**config.mk**
```make
export PLATFORM = sky130hd
export DESIGN_NAME = odg_deglitch
export DESIGN_NICKNAME = d
export VERILOG_FILES = /design/src/common/odg_pkg.sv /design/src/rtl/odg_deglitch.sv
export SDC_FILE = /design/constraint.sdc
export NUM_CORES = 1
export LEC_CHECK = 0
export BUFFER_PORTS_ARGS = -buffer_cell sky130_fd_sc_hd__buf_2
export CORE_UTILIZATION = 60
export CTS_CLUSTER_DIAMETER = 60
export CTS_CLUSTER_SIZE = 28
export DETAILED_ROUTE_END_ITERATION = 16
export MAX_ROUTING_LAYER = met4
export PLACE_DENSITY_LB_ADDON = 0.1
export SLEW_MARGIN = 5
export SYNTH_ARGS = -nofsm -noshare
export SYNTH_HDL_FRONTEND = slang
export SYNTH_SLANG_ARGS = --single-unit
export TNS_END_PERCENT = 30
```
**constraint.sdc**
```tcl
create_clock -name mclk -period 4.4 [get_ports mclk]
set_input_delay 0.88 -clock mclk [delete_from_list [all_inputs] [get_ports mclk]]
set_output_delay 0.88 -clock mclk [all_outputs]
set_load 0.05 [all_outputs]
```
**src/common/odg_pkg.sv**
```systemverilog
package odg_pkg;

  // ------------------------------------------------------------------
  // window and oversampling limits
  // ------------------------------------------------------------------
  localparam int          HIST_W       = 15;   // longest window
  localparam int          TALLY_W      = 4;    // holds 0..15
  localparam logic [3:0]  WIN_MIN      = 4'h1; // shortest window
  localparam logic [3:0]  WIN_MAX      = 4'hf; // longest window
  localparam logic [3:0]  WIN_DEFAULT  = 4'h5; // window after reset
  localparam int          OSR_MIN      = 5;    // least oversampling ratio
  localparam int          OSR_MAX      = 10;   // most oversampling ratio
  localparam logic [3:0]  OSR_DEFAULT  = 4'h8; // default ratio
  localparam int          CFG_W        = 4;    // selector switch bits
  localparam logic [3:0]  CFG_RESET    = 4'h0; // switch copy at reset

  // ------------------------------------------------------------------
  // one filtered sample travelling to the receiver
  // ------------------------------------------------------------------
  typedef struct packed {
    logic       level;   // filtered data level
    logic [3:0] tally;   // ones in window when it was made
  } odg_word_t;

  // ------------------------------------------------------------------
  // capture state of the configuration switches
  // ------------------------------------------------------------------
  typedef enum logic [1:0] {
    ODG_CFG_WAIT = 2'b01,  // not yet latched since the last reset
    ODG_CFG_HELD = 2'b10   // latched, later changes ignored
  } odg_cfg_state_t;

endpackage : odg_pkg

```
**src/rtl/odg_deglitch.sv**
```systemverilog
// Behaviour
// - sample raw line at integer 5-10x rate
// - decide by counting ones, not sorting
// - update tally and history every sample
// - oldest bit set before shift: decrement tally
// - shift left, new one sets bit0, increments
// - window length selectable one to fifteen
// - output one when tally exceeds length/2
// - switches latched once after each reset
module odg_deglitch
  import odg_pkg::*;
#(
  parameter logic [3:0] OSR = odg_pkg::OSR_DEFAULT  // mclk per sample
)(
  input  wire logic                  mclk,
  input  wire logic                  reset,
  input  wire logic                  raw_data,
  input  wire logic [3:0]            window_len,
  input  wire logic [3:0]            cfg_switch,
  output logic                       out_valid,
  input  wire logic                  out_ready,
  output odg_pkg::odg_word_t         out_word,
  output logic [3:0]                 cfg_latched,
  output logic                       cfg_done
);
  import odg_pkg::*;

  // ------------------------------------------------------------------
  // helpers
  // ------------------------------------------------------------------
  // clamp the length into 1..15 so a zero never empties the window
  function automatic logic [3:0] clamp_len(input logic [3:0] len);
    clamp_len = (len < WIN_MIN) ? WIN_MIN : len;
  endfunction : clamp_len

  // mask that picks the sample about to leave the window
  function automatic logic [14:0] exit_mask(input logic [3:0] len);
    exit_mask = 15'h0001 << (len - 4'h1);
  endfunction : exit_mask

  // ------------------------------------------------------------------
  // input synchronisers
  // ------------------------------------------------------------------
  logic       raw_meta;   // first stage, read only by raw_sync
  logic       raw_sync;   // safe copy of the raw data line
  logic [3:0] cfg_meta;   // first stage of switch inputs
  logic [3:0] cfg_sync;   // safe copy of switch inputs

  // two flops per pin; the line is asynchronous to mclk
  always_ff @(posedge mclk or posedge reset)
  begin
    if (reset)
    begin
      raw_meta <= 1'b0;
      raw_sync <= 1'b0;
      cfg_meta <= CFG_RESET;
      cfg_sync <= CFG_RESET;
    end
    else
    begin
      raw_meta <= raw_data;
      raw_sync <= raw_meta;
      cfg_meta <= cfg_switch;
      cfg_sync <= cfg_meta;
    end
  end

  // ------------------------------------------------------------------
  // sample rate divider
  // ------------------------------------------------------------------
  logic [3:0] div_cnt;       // counts mclk within one sample period
  logic [3:0] next_div_cnt;
  logic       sample_tick;   // one-cycle pulse per oversample
  logic       next_sample_tick;

  // fixed integer ratio; OSR picks 5..10 times the symbol rate
  always_comb
  begin
    next_div_cnt     = div_cnt + 4'h1;
    next_sample_tick = 1'b0;
    if (div_cnt >= OSR - 4'h1)
    begin
      next_div_cnt     = 4'h0;
      next_sample_tick = 1'b1;
    end
  end

  always_ff @(posedge mclk or posedge reset)
  begin
    if (reset)
    begin
      div_cnt     <= 4'h0;
      sample_tick <= 1'b0;
    end
    else
    begin
      div_cnt     <= next_div_cnt;
      sample_tick <= next_sample_tick;
    end
  end

  // ------------------------------------------------------------------
  // configuration capture
  // ------------------------------------------------------------------
  odg_cfg_state_t cfg_state;       // wait or held
  odg_cfg_state_t next_cfg_state;
  logic [3:0]     next_cfg_latched;

  // the switches are taken once, after the synchroniser has filled
  always_comb
  begin
    next_cfg_state   = cfg_state;
    next_cfg_latched = cfg_latched;
    case (cfg_state)
      ODG_CFG_WAIT:
      begin
        // wait for one sample tick so both sync stages hold pins
        if (sample_tick)
        begin
          next_cfg_latched = cfg_sync;
          next_cfg_state   = ODG_CFG_HELD;
        end
      end
      default:
      begin
        next_cfg_state = ODG_CFG_HELD;
      end
    endcase
  end

  always_ff @(posedge mclk or posedge reset)
  begin
    if (reset)
    begin
      cfg_state   <= ODG_CFG_WAIT;
      cfg_latched <= CFG_RESET;
      cfg_done    <= 1'b0;
    end
    else
    begin
      cfg_state   <= next_cfg_state;
      cfg_latched <= next_cfg_latched;
      cfg_done    <= (next_cfg_state == ODG_CFG_HELD);
    end
  end

  // ------------------------------------------------------------------
  // majority window
  // ------------------------------------------------------------------
  logic [14:0] sample_history;       // newest sample in bit 0
  logic [14:0] next_sample_history;
  logic [3:0]  ones_tally;           // ones inside the window
  logic [3:0]  next_ones_tally;
  logic [3:0]  win_len;              // clamped window length
  logic [14:0] window_exit_mask;     // marks the oldest sample
  logic        filt_level;           // filtered level
  logic        next_filt_level;
  logic        filt_strobe;          // new filtered word ready
  logic        next_filt_strobe;

  assign win_len          = clamp_len(window_len);
  assign window_exit_mask = exit_mask(win_len);

  // a running tally avoids a popcount; shrinking the window length
  // while running leaves the tally off until reset, as the dropped bits are never subtracted
  always_comb
  begin
    next_sample_history = sample_history;
    next_ones_tally     = ones_tally;
    next_filt_level     = filt_level;
    next_filt_strobe    = 1'b0;
    if (sample_tick)
    begin
      // oldest sample leaves the window
      if ((sample_history & window_exit_mask) != 15'h0000)
      begin
        next_ones_tally = next_ones_tally - 4'h1;
      end
      // bits beyond the window are dropped so they never return
      next_sample_history = (sample_history << 1)
                            & ((window_exit_mask << 1) - 15'h0001);
      if (raw_sync)
      begin
        next_sample_history[0] = 1'b1;
        next_ones_tally        = next_ones_tally + 4'h1;
      end
      // count of ones beats half the window: median is one
      next_filt_level  = (next_ones_tally > (win_len >> 1));
      next_filt_strobe = 1'b1;
    end
  end

  // asynchronous clear keeps history and tally aligned with the output
  always_ff @(posedge mclk or posedge reset)
  begin
    if (reset)
    begin
      sample_history <= 15'h0000;
      ones_tally     <= 4'h0;
      filt_level     <= 1'b0;
      filt_strobe    <= 1'b0;
    end
    else
    begin
      sample_history <= next_sample_history;
      ones_tally     <= next_ones_tally;
      filt_level     <= next_filt_level;
      filt_strobe    <= next_filt_strobe;
    end
  end

  // ------------------------------------------------------------------
  // two-entry output buffer
  // ------------------------------------------------------------------
  odg_word_t  buf_mem [2];       // storage slots
  odg_word_t  next_buf_mem [2];
  logic       wr_ptr;            // slot for next write
  logic       next_wr_ptr;
  logic       rd_ptr;            // slot for next read
  logic       next_rd_ptr;
  logic [1:0] fill;              // entries held
  logic [1:0] next_fill;
  logic       buf_ready;         // room for one more word
  logic       pop;               // receiver takes a word
  logic       push;              // filter delivers a word

  assign buf_ready = (fill != 2'h2);
  assign pop       = out_valid && out_ready;
  // a full buffer drops the word; at 5x oversampling the receiver
  // has five cycles per word so this only hits a stalled receiver
  assign push      = filt_strobe && (buf_ready || pop);

  always_comb
  begin
    next_buf_mem = buf_mem;
    next_wr_ptr  = wr_ptr;
    next_rd_ptr  = rd_ptr;
    next_fill    = fill;
    if (push)
    begin
      next_buf_mem[wr_ptr] = '{level: filt_level, tally: ones_tally};
      next_wr_ptr          = ~wr_ptr;
    end
    if (pop)
    begin
      next_rd_ptr = ~rd_ptr;
    end
    if (push && !pop)
    begin
      next_fill = fill + 2'h1;
    end
    else if (pop && !push)
    begin
      next_fill = fill - 2'h1;
    end
  end

  always_ff @(posedge mclk or posedge reset)
  begin
    if (reset)
    begin
      buf_mem[0] <= '0;
      buf_mem[1] <= '0;
      wr_ptr     <= 1'b0;
      rd_ptr     <= 1'b0;
      fill       <= 2'h0;
      out_valid  <= 1'b0;
      out_word   <= '0;
    end
    else
    begin
      buf_mem   <= next_buf_mem;
      wr_ptr    <= next_wr_ptr;
      rd_ptr    <= next_rd_ptr;
      fill      <= next_fill;
      out_valid <= (next_fill != 2'h0);
      out_word  <= next_buf_mem[next_rd_ptr];
    end
  end

endmodule : odg_deglitch

```
Yosys cells after proc, flatten, opt, wreduce, memory -nomap -nowiden

Cells that the tools add are included.
W data, S select, Z words.

Flip-flop bits (word level): 63
Output and inout port bits: 11

Add/subtract/negate cells: 7
Magnitude comparators: 6
Equality and inequality tests: 3
Shift operators: 1
Mux-type cells: 21
Bitwise logic cells: 6
Reduce and logical (&&, ||, !) cells: 11

Operator list:

| kind                    | number |
|---|---|
| $and A15 B15 Y15        | 2 |
| $mux W4                 | 6 |
| $mux W5                 | 4 |
| $reduce_bool A15 Y1     | 1 |
| $shl A1 B4 Y15 const A  | 1 |
| $sub A15 B1 Y15 const B | 1 |
| $bwmux W10              | 1 |
| $mux W10                | 1 |
| $add A4 B1 Y4 const B   | 2 |
| $mux W2                 | 4 |
| $sub A4 B1 Y4 const B   | 2 |
| $demux W5 S1            | 1 |
| $logic_and A1 B1 Y1     | 5 |
| $ge A2 B2 Y1 const B    | 2 |
| $ge A4 B3 Y1 const B    | 1 |
| $gt A4 B3 Y1            | 1 |
| $lt A4 B1 Y1 const B    | 1 |
| $mux W1                 | 4 |
| $not A1 Y2              | 2 |
| $add A2 B1 Y2 const B   | 1 |
| $eq A2 B1 Y1 const B    | 1 |
| $eq A2 B2 Y1 const B    | 1 |
| $logic_not A1 Y1        | 2 |
| $lt A2 B1 Y1 const B    | 1 |
| 6 further kinds         | 7 |

Longest topological paths before layout

Depth in word-level cells: 12
Depth in mapped cells: 20
Gate-level depth less buffers: 18

Worst setup path after synthesis

Ideal clock, no wire load.

Path kind: input to register
Start point: in window_len[2]
End point: reg filt_level
Library setup time: 126 ps
Arrival: 4,167 ps
Required time: 4,274 ps
Path slack: 107 ps
Cell stages on the path: 19
Cells stage by stage: buf_2 > inv_1 > ha_1 > nand2b_1 > a21o_1 > and3_4 > o211a_4 > nor2_1 > mux2i_1 > ha_1 > nand2_1 > a21bo_2 > ha_1 > nor2b_1 > o21a_1 > o21ai_0 > nand3b_1 > nor3_1 > a211oi_1

Longest elaborated chain between the ends: 12

RTL lines:

| item                 | line                | RTL |
|---|---|---|
| start, declared      | odg_deglitch.sv:18  | `input wire logic [3:0] window_len,` |
| $lt A4 B1 Y1         | odg_deglitch.sv:33  | `clamp_len = (len < WIN_MIN) ? WIN_MIN : len;` |
| $mux W4 *            | odg_deglitch.sv:33  |  |
| $sub A4 B1 Y4        | odg_deglitch.sv:38  | `exit_mask = 15'h0001 << (len - 4'h1);` |
| $shl A1 B4 Y15       | odg_deglitch.sv:38  |  |
| $and A15 B15 Y15     | odg_deglitch.sv:175 | `if ((sample_history & window_exit_mask) != 15'h0000)` |
| $reduce_bool A15 Y1  | odg_deglitch.sv:175 |  |
| $mux W4              | odg_deglitch.sv:175 |  |
| $mux W4              | odg_deglitch.sv:172 | `if (sample_tick)` |
| $add A4 B1 Y4        | odg_deglitch.sv:185 | `next_ones_tally = next_ones_tally + 4'h1;` |
| $mux W4              | odg_deglitch.sv:182 | `if (raw_sync)` |
| $mux W4              | odg_deglitch.sv:172 |  |
| $gt A4 B3 Y1 *       | odg_deglitch.sv:188 | `next_filt_level = (next_ones_tally > (win_len >> 1));` |
| end signal, assigned | odg_deglitch.sv:207 | `filt_level <= next_filt_level;` |
| end, declared        | odg_deglitch.sv:156 | `logic filt_level;` |

Every way passes the cells marked *; elsewhere a longest branch is shown, timed or not. The select of a mux whose other input is x is not followed.
A chain may end at the register's enable or synchronous reset.

Worst setup path in the final report

Same ends and word-level chain as after synthesis.

==> metrics.cfg <==
[outcome]
outcome = finished clean

[routing]
viasPerCell = 5.76
drtAntennaViolNets = 0
routed_wl_um = 6280
dr.pass1.iters = 4
wl_per_cell_um = 14.6
drc = 0
num_vias = 2476
drt_iter0_drc = 141

[pwr]
p_total_mw = 2.03
ir_drop_v = 0.000352
combPwrFrac_pct = 38.4
p_seq_share_pct = 39.8
power_density_nw_per_um2 = 552
leakage_nw = 1.63
p_clk_share_pct = 21.8
p_sw_mw = 0.787
p_int_mw = 1.24
swShare_pct = 38.9

[synthesis]
ys_seq_area_share_pct = 47.5
synthArstFlopShare_pct = 100
ys_ff_latch = 63
synth_cell_types = 54
syn_area_um2 = 3320
synthTopCellsByArea = dfrtp_1 (47%), mux2_2 (5.4%), ha_1 (3.8%)
synth_most_common_cell = dfrtp_1
synth_area_per_cell_um2 = 9.97
synth-warning-count = 0
ys.flop_type = dfrtp_1
synth_top_cell_area_share_pct = 46.7
ys_top_cells_by_count = dfrtp_1 (62), nor2_1 (31), nand2_1 (24)
synth-edff-count = 0
syn_nets = 355
synth_top_area_cell = dfrtp_1
syn_inst = 333

[sta]
finalCritPeriodShare_pct = 90.9
setup_viol = 0
skew_ns = 0.00711
slew_viol_final = 0
hold_ws_ns = 0.352
tns_ns = 0
hold_viol_final = 0
tightestPinTransition_ns = 0.926
finalCriticalPeriod_ns = 4.00
rsz0062_at_grt = false
max_freq_mhz = 250
relSlewSlack_pct = 38.3

[clock_network]
cts_tree = done
cts_setup_buffers = 0
insertion_delay_ns = 0.34
clock-sinks = 63
ctsHoldBuffers = 0
h-tree-depth = 3
cts_buffer_depth = 2
ctsResizeCount = 0
clk_pin_slew_ns = 0.07
cts-buffers-inserted = 9
clock-root-buffer = clkbuf_8

[flow_run]
maxCapViolations = 0

[setup_path]
cp.required_ns = 4.63
worstPathMaxFanout = 6
cp.arrival_ns = 4.23
r2r_slack_ns = 0.98
r2r_start = sample_history[1]$_DFFE_PP0P_
crit_path_end_kind = flip-flop
worstSetupPathType = in -> reg
timing.rr.end = filt_level$_DFFE_PP0P_
cp-start-kind = input pin
r2r_cells = 16

[floorplan]
io_pins = 23
core_area_um2 = 5200
rows = 26
start_util_pct = 63.8
dieArea_um2 = 5840
die_w_um = 76.4
die_h_um = 76.4

[final_layout]
layout.nets = 377
synthToLayoutAreaGrowth_pct = 10.4
drive_gt1_share_pct = 21.1
fin_area_um2 = 3670
n_antenna_cell = 0

[global_routing]
grtUsageMet2_pct = 41.6
gr-total-overflow = 0
grt_use_met1_pct = 25.7
grt_pass1_vias = 2414
antenna_found_initial = 0
grt_max_degree = 33
grt_util_met3_pct = 7.66
grt_usage_pct = 24.5
grt.busiest_layer = met2
grt_pass1_wl_um = 10700

[place]
dpl_cell_area_um2 = 3490
place.gp.congestion = 0.932
io_buffers = 22
hpwl_um = 4540

[min_path]
holdPathEnd = cfg_sync[2]$_DFF_PP0_
hp-start = cfg_meta[2]$_DFF_PP0_
whs_path_depth = 0
hp-class = reg -> reg

worst max-delay path by stage:
stage                        from  depth (start not counted)  slack [ns]                     end
floorplan           window_len[2]                         19        0.11  filt_level$_DFFE_PP0P_
global placement    window_len[2]                         19        0.17  filt_level$_DFFE_PP0P_
detailed placement  window_len[2]                         19        0.06  filt_level$_DFFE_PP0P_
CTS                 window_len[2]                         19        0.42  filt_level$_DFFE_PP0P_
global route        window_len[2]                         19        0.13  filt_level$_DFFE_PP0P_
finish              window_len[2]                         19        0.40  filt_level$_DFFE_PP0P_
area by class of cell:
cell class              count  area (um^2)
multi-input cells         230         1570
clock buffers               9          124
clock inverters             7         56.3
inverters                  21         78.8
fillers                   396         1540
repair buffers             30          170
well taps                  70         87.6
flip-flops and latches     63         1580
registers in the layout, indices dropped and copies added, names as in the netlist, 2 cells and up:
| register | count |
|---|---|
| sample_history | 15 |
| buf_mem | 10 |
| out_word | 5 |
| cfg_latched | 4 |
| cfg_meta | 4 |
| cfg_sync | 4 |
| div_cnt | 4 |
| ones_tally | 4 |
| cfg_state | 2 |
| fill | 2 |
kinds of logic (layout without fill, tap and decap cells):
group / Yosys count / after routing / synth area share [%]
xor+xnor: 14 / 14 / 3.69
buf+inv: 40 / 67 / 5.12
compound gates: 74 / 74 / 15.2
simple gates: 109 / 109 / 17.1
mux: 23 / 23 / 7.54
fa+ha+maj: 10 / 10 / 3.77
flops: 63 / 63 / 47.5
layout by cell type, fill, tap and decap left out, types with 3 or more instances in the layout:
cell type and count:
a211oi_1 3, a21oi_1 14, and3_1 3, buf_2 22, buf_4 8, clkbuf_8 9
clkinvlp_4 4, dfrtp_1 62, ha_1 10, inv_1 19, mux2_2 16, mux2i_1 7
nand2_1 24, nand2b_1 3, nand3_1 13, nand3b_1 5, nand4_1 6, nor2_1 31
nor2b_1 6, nor3_1 5, o21ai_0 18, o22ai_1 11, o2bb2ai_1 6, xnor2_1 11
xor2_1 3
power by group through the flow:
stage / sequential [mW] / clock (mW) / combinational (mW)
2_1_floorplan: 0.863 / 0 / 0.574
3_3_place_gp: 0.812 / 0 / 0.755
3_5_place_dp: 0.816 / 0 / 0.777
4_1_cts: 0.806 / 0.455 / 0.783
5_1_grt: 0.823 / 0.479 / 0.865
6_report: 0.807 / 0.442 / 0.777
stage by stage:
stage | setup slack, ns | util, % | cells
2_1_floorplan | 0.107 | - | 333
3_3_place_gp | 0.167 | 67.0 | 414
3_5_place_dp | 0.0613 | 67.0 | 414
4_1_cts | 0.421 | 70.5 | 430
5_1_grt | 0.128 | 70.5 | 430
6_report | 0.399 | 70.5 | 430
worst max-delay path, stage by stage:
cell,delay (ns)
buf_2,0.09
inv_1,0.05
ha_1,0.25
nand2b_1,0.16
a21o_1,0.19
and3_4,0.17
o211a_4,0.27
nor2_1,0.27
mux2i_1,0.28
ha_1,0.26
nand2_1,0.08
a21bo_2,0.22
ha_1,0.28
nor2b_1,0.13
o21a_1,0.15
o21ai_0,0.18
nand3b_1,0.09
nor3_1,0.16
a211oi_1,0.07
per-layer routing:
layer,vias up,wire length [um]
met5,-,0
li1,1219,-
met1,1179,2610
met2,59,3210
met3,19,288
met4,0,169
Note: power is estimated with default switching activity, not from simulation.
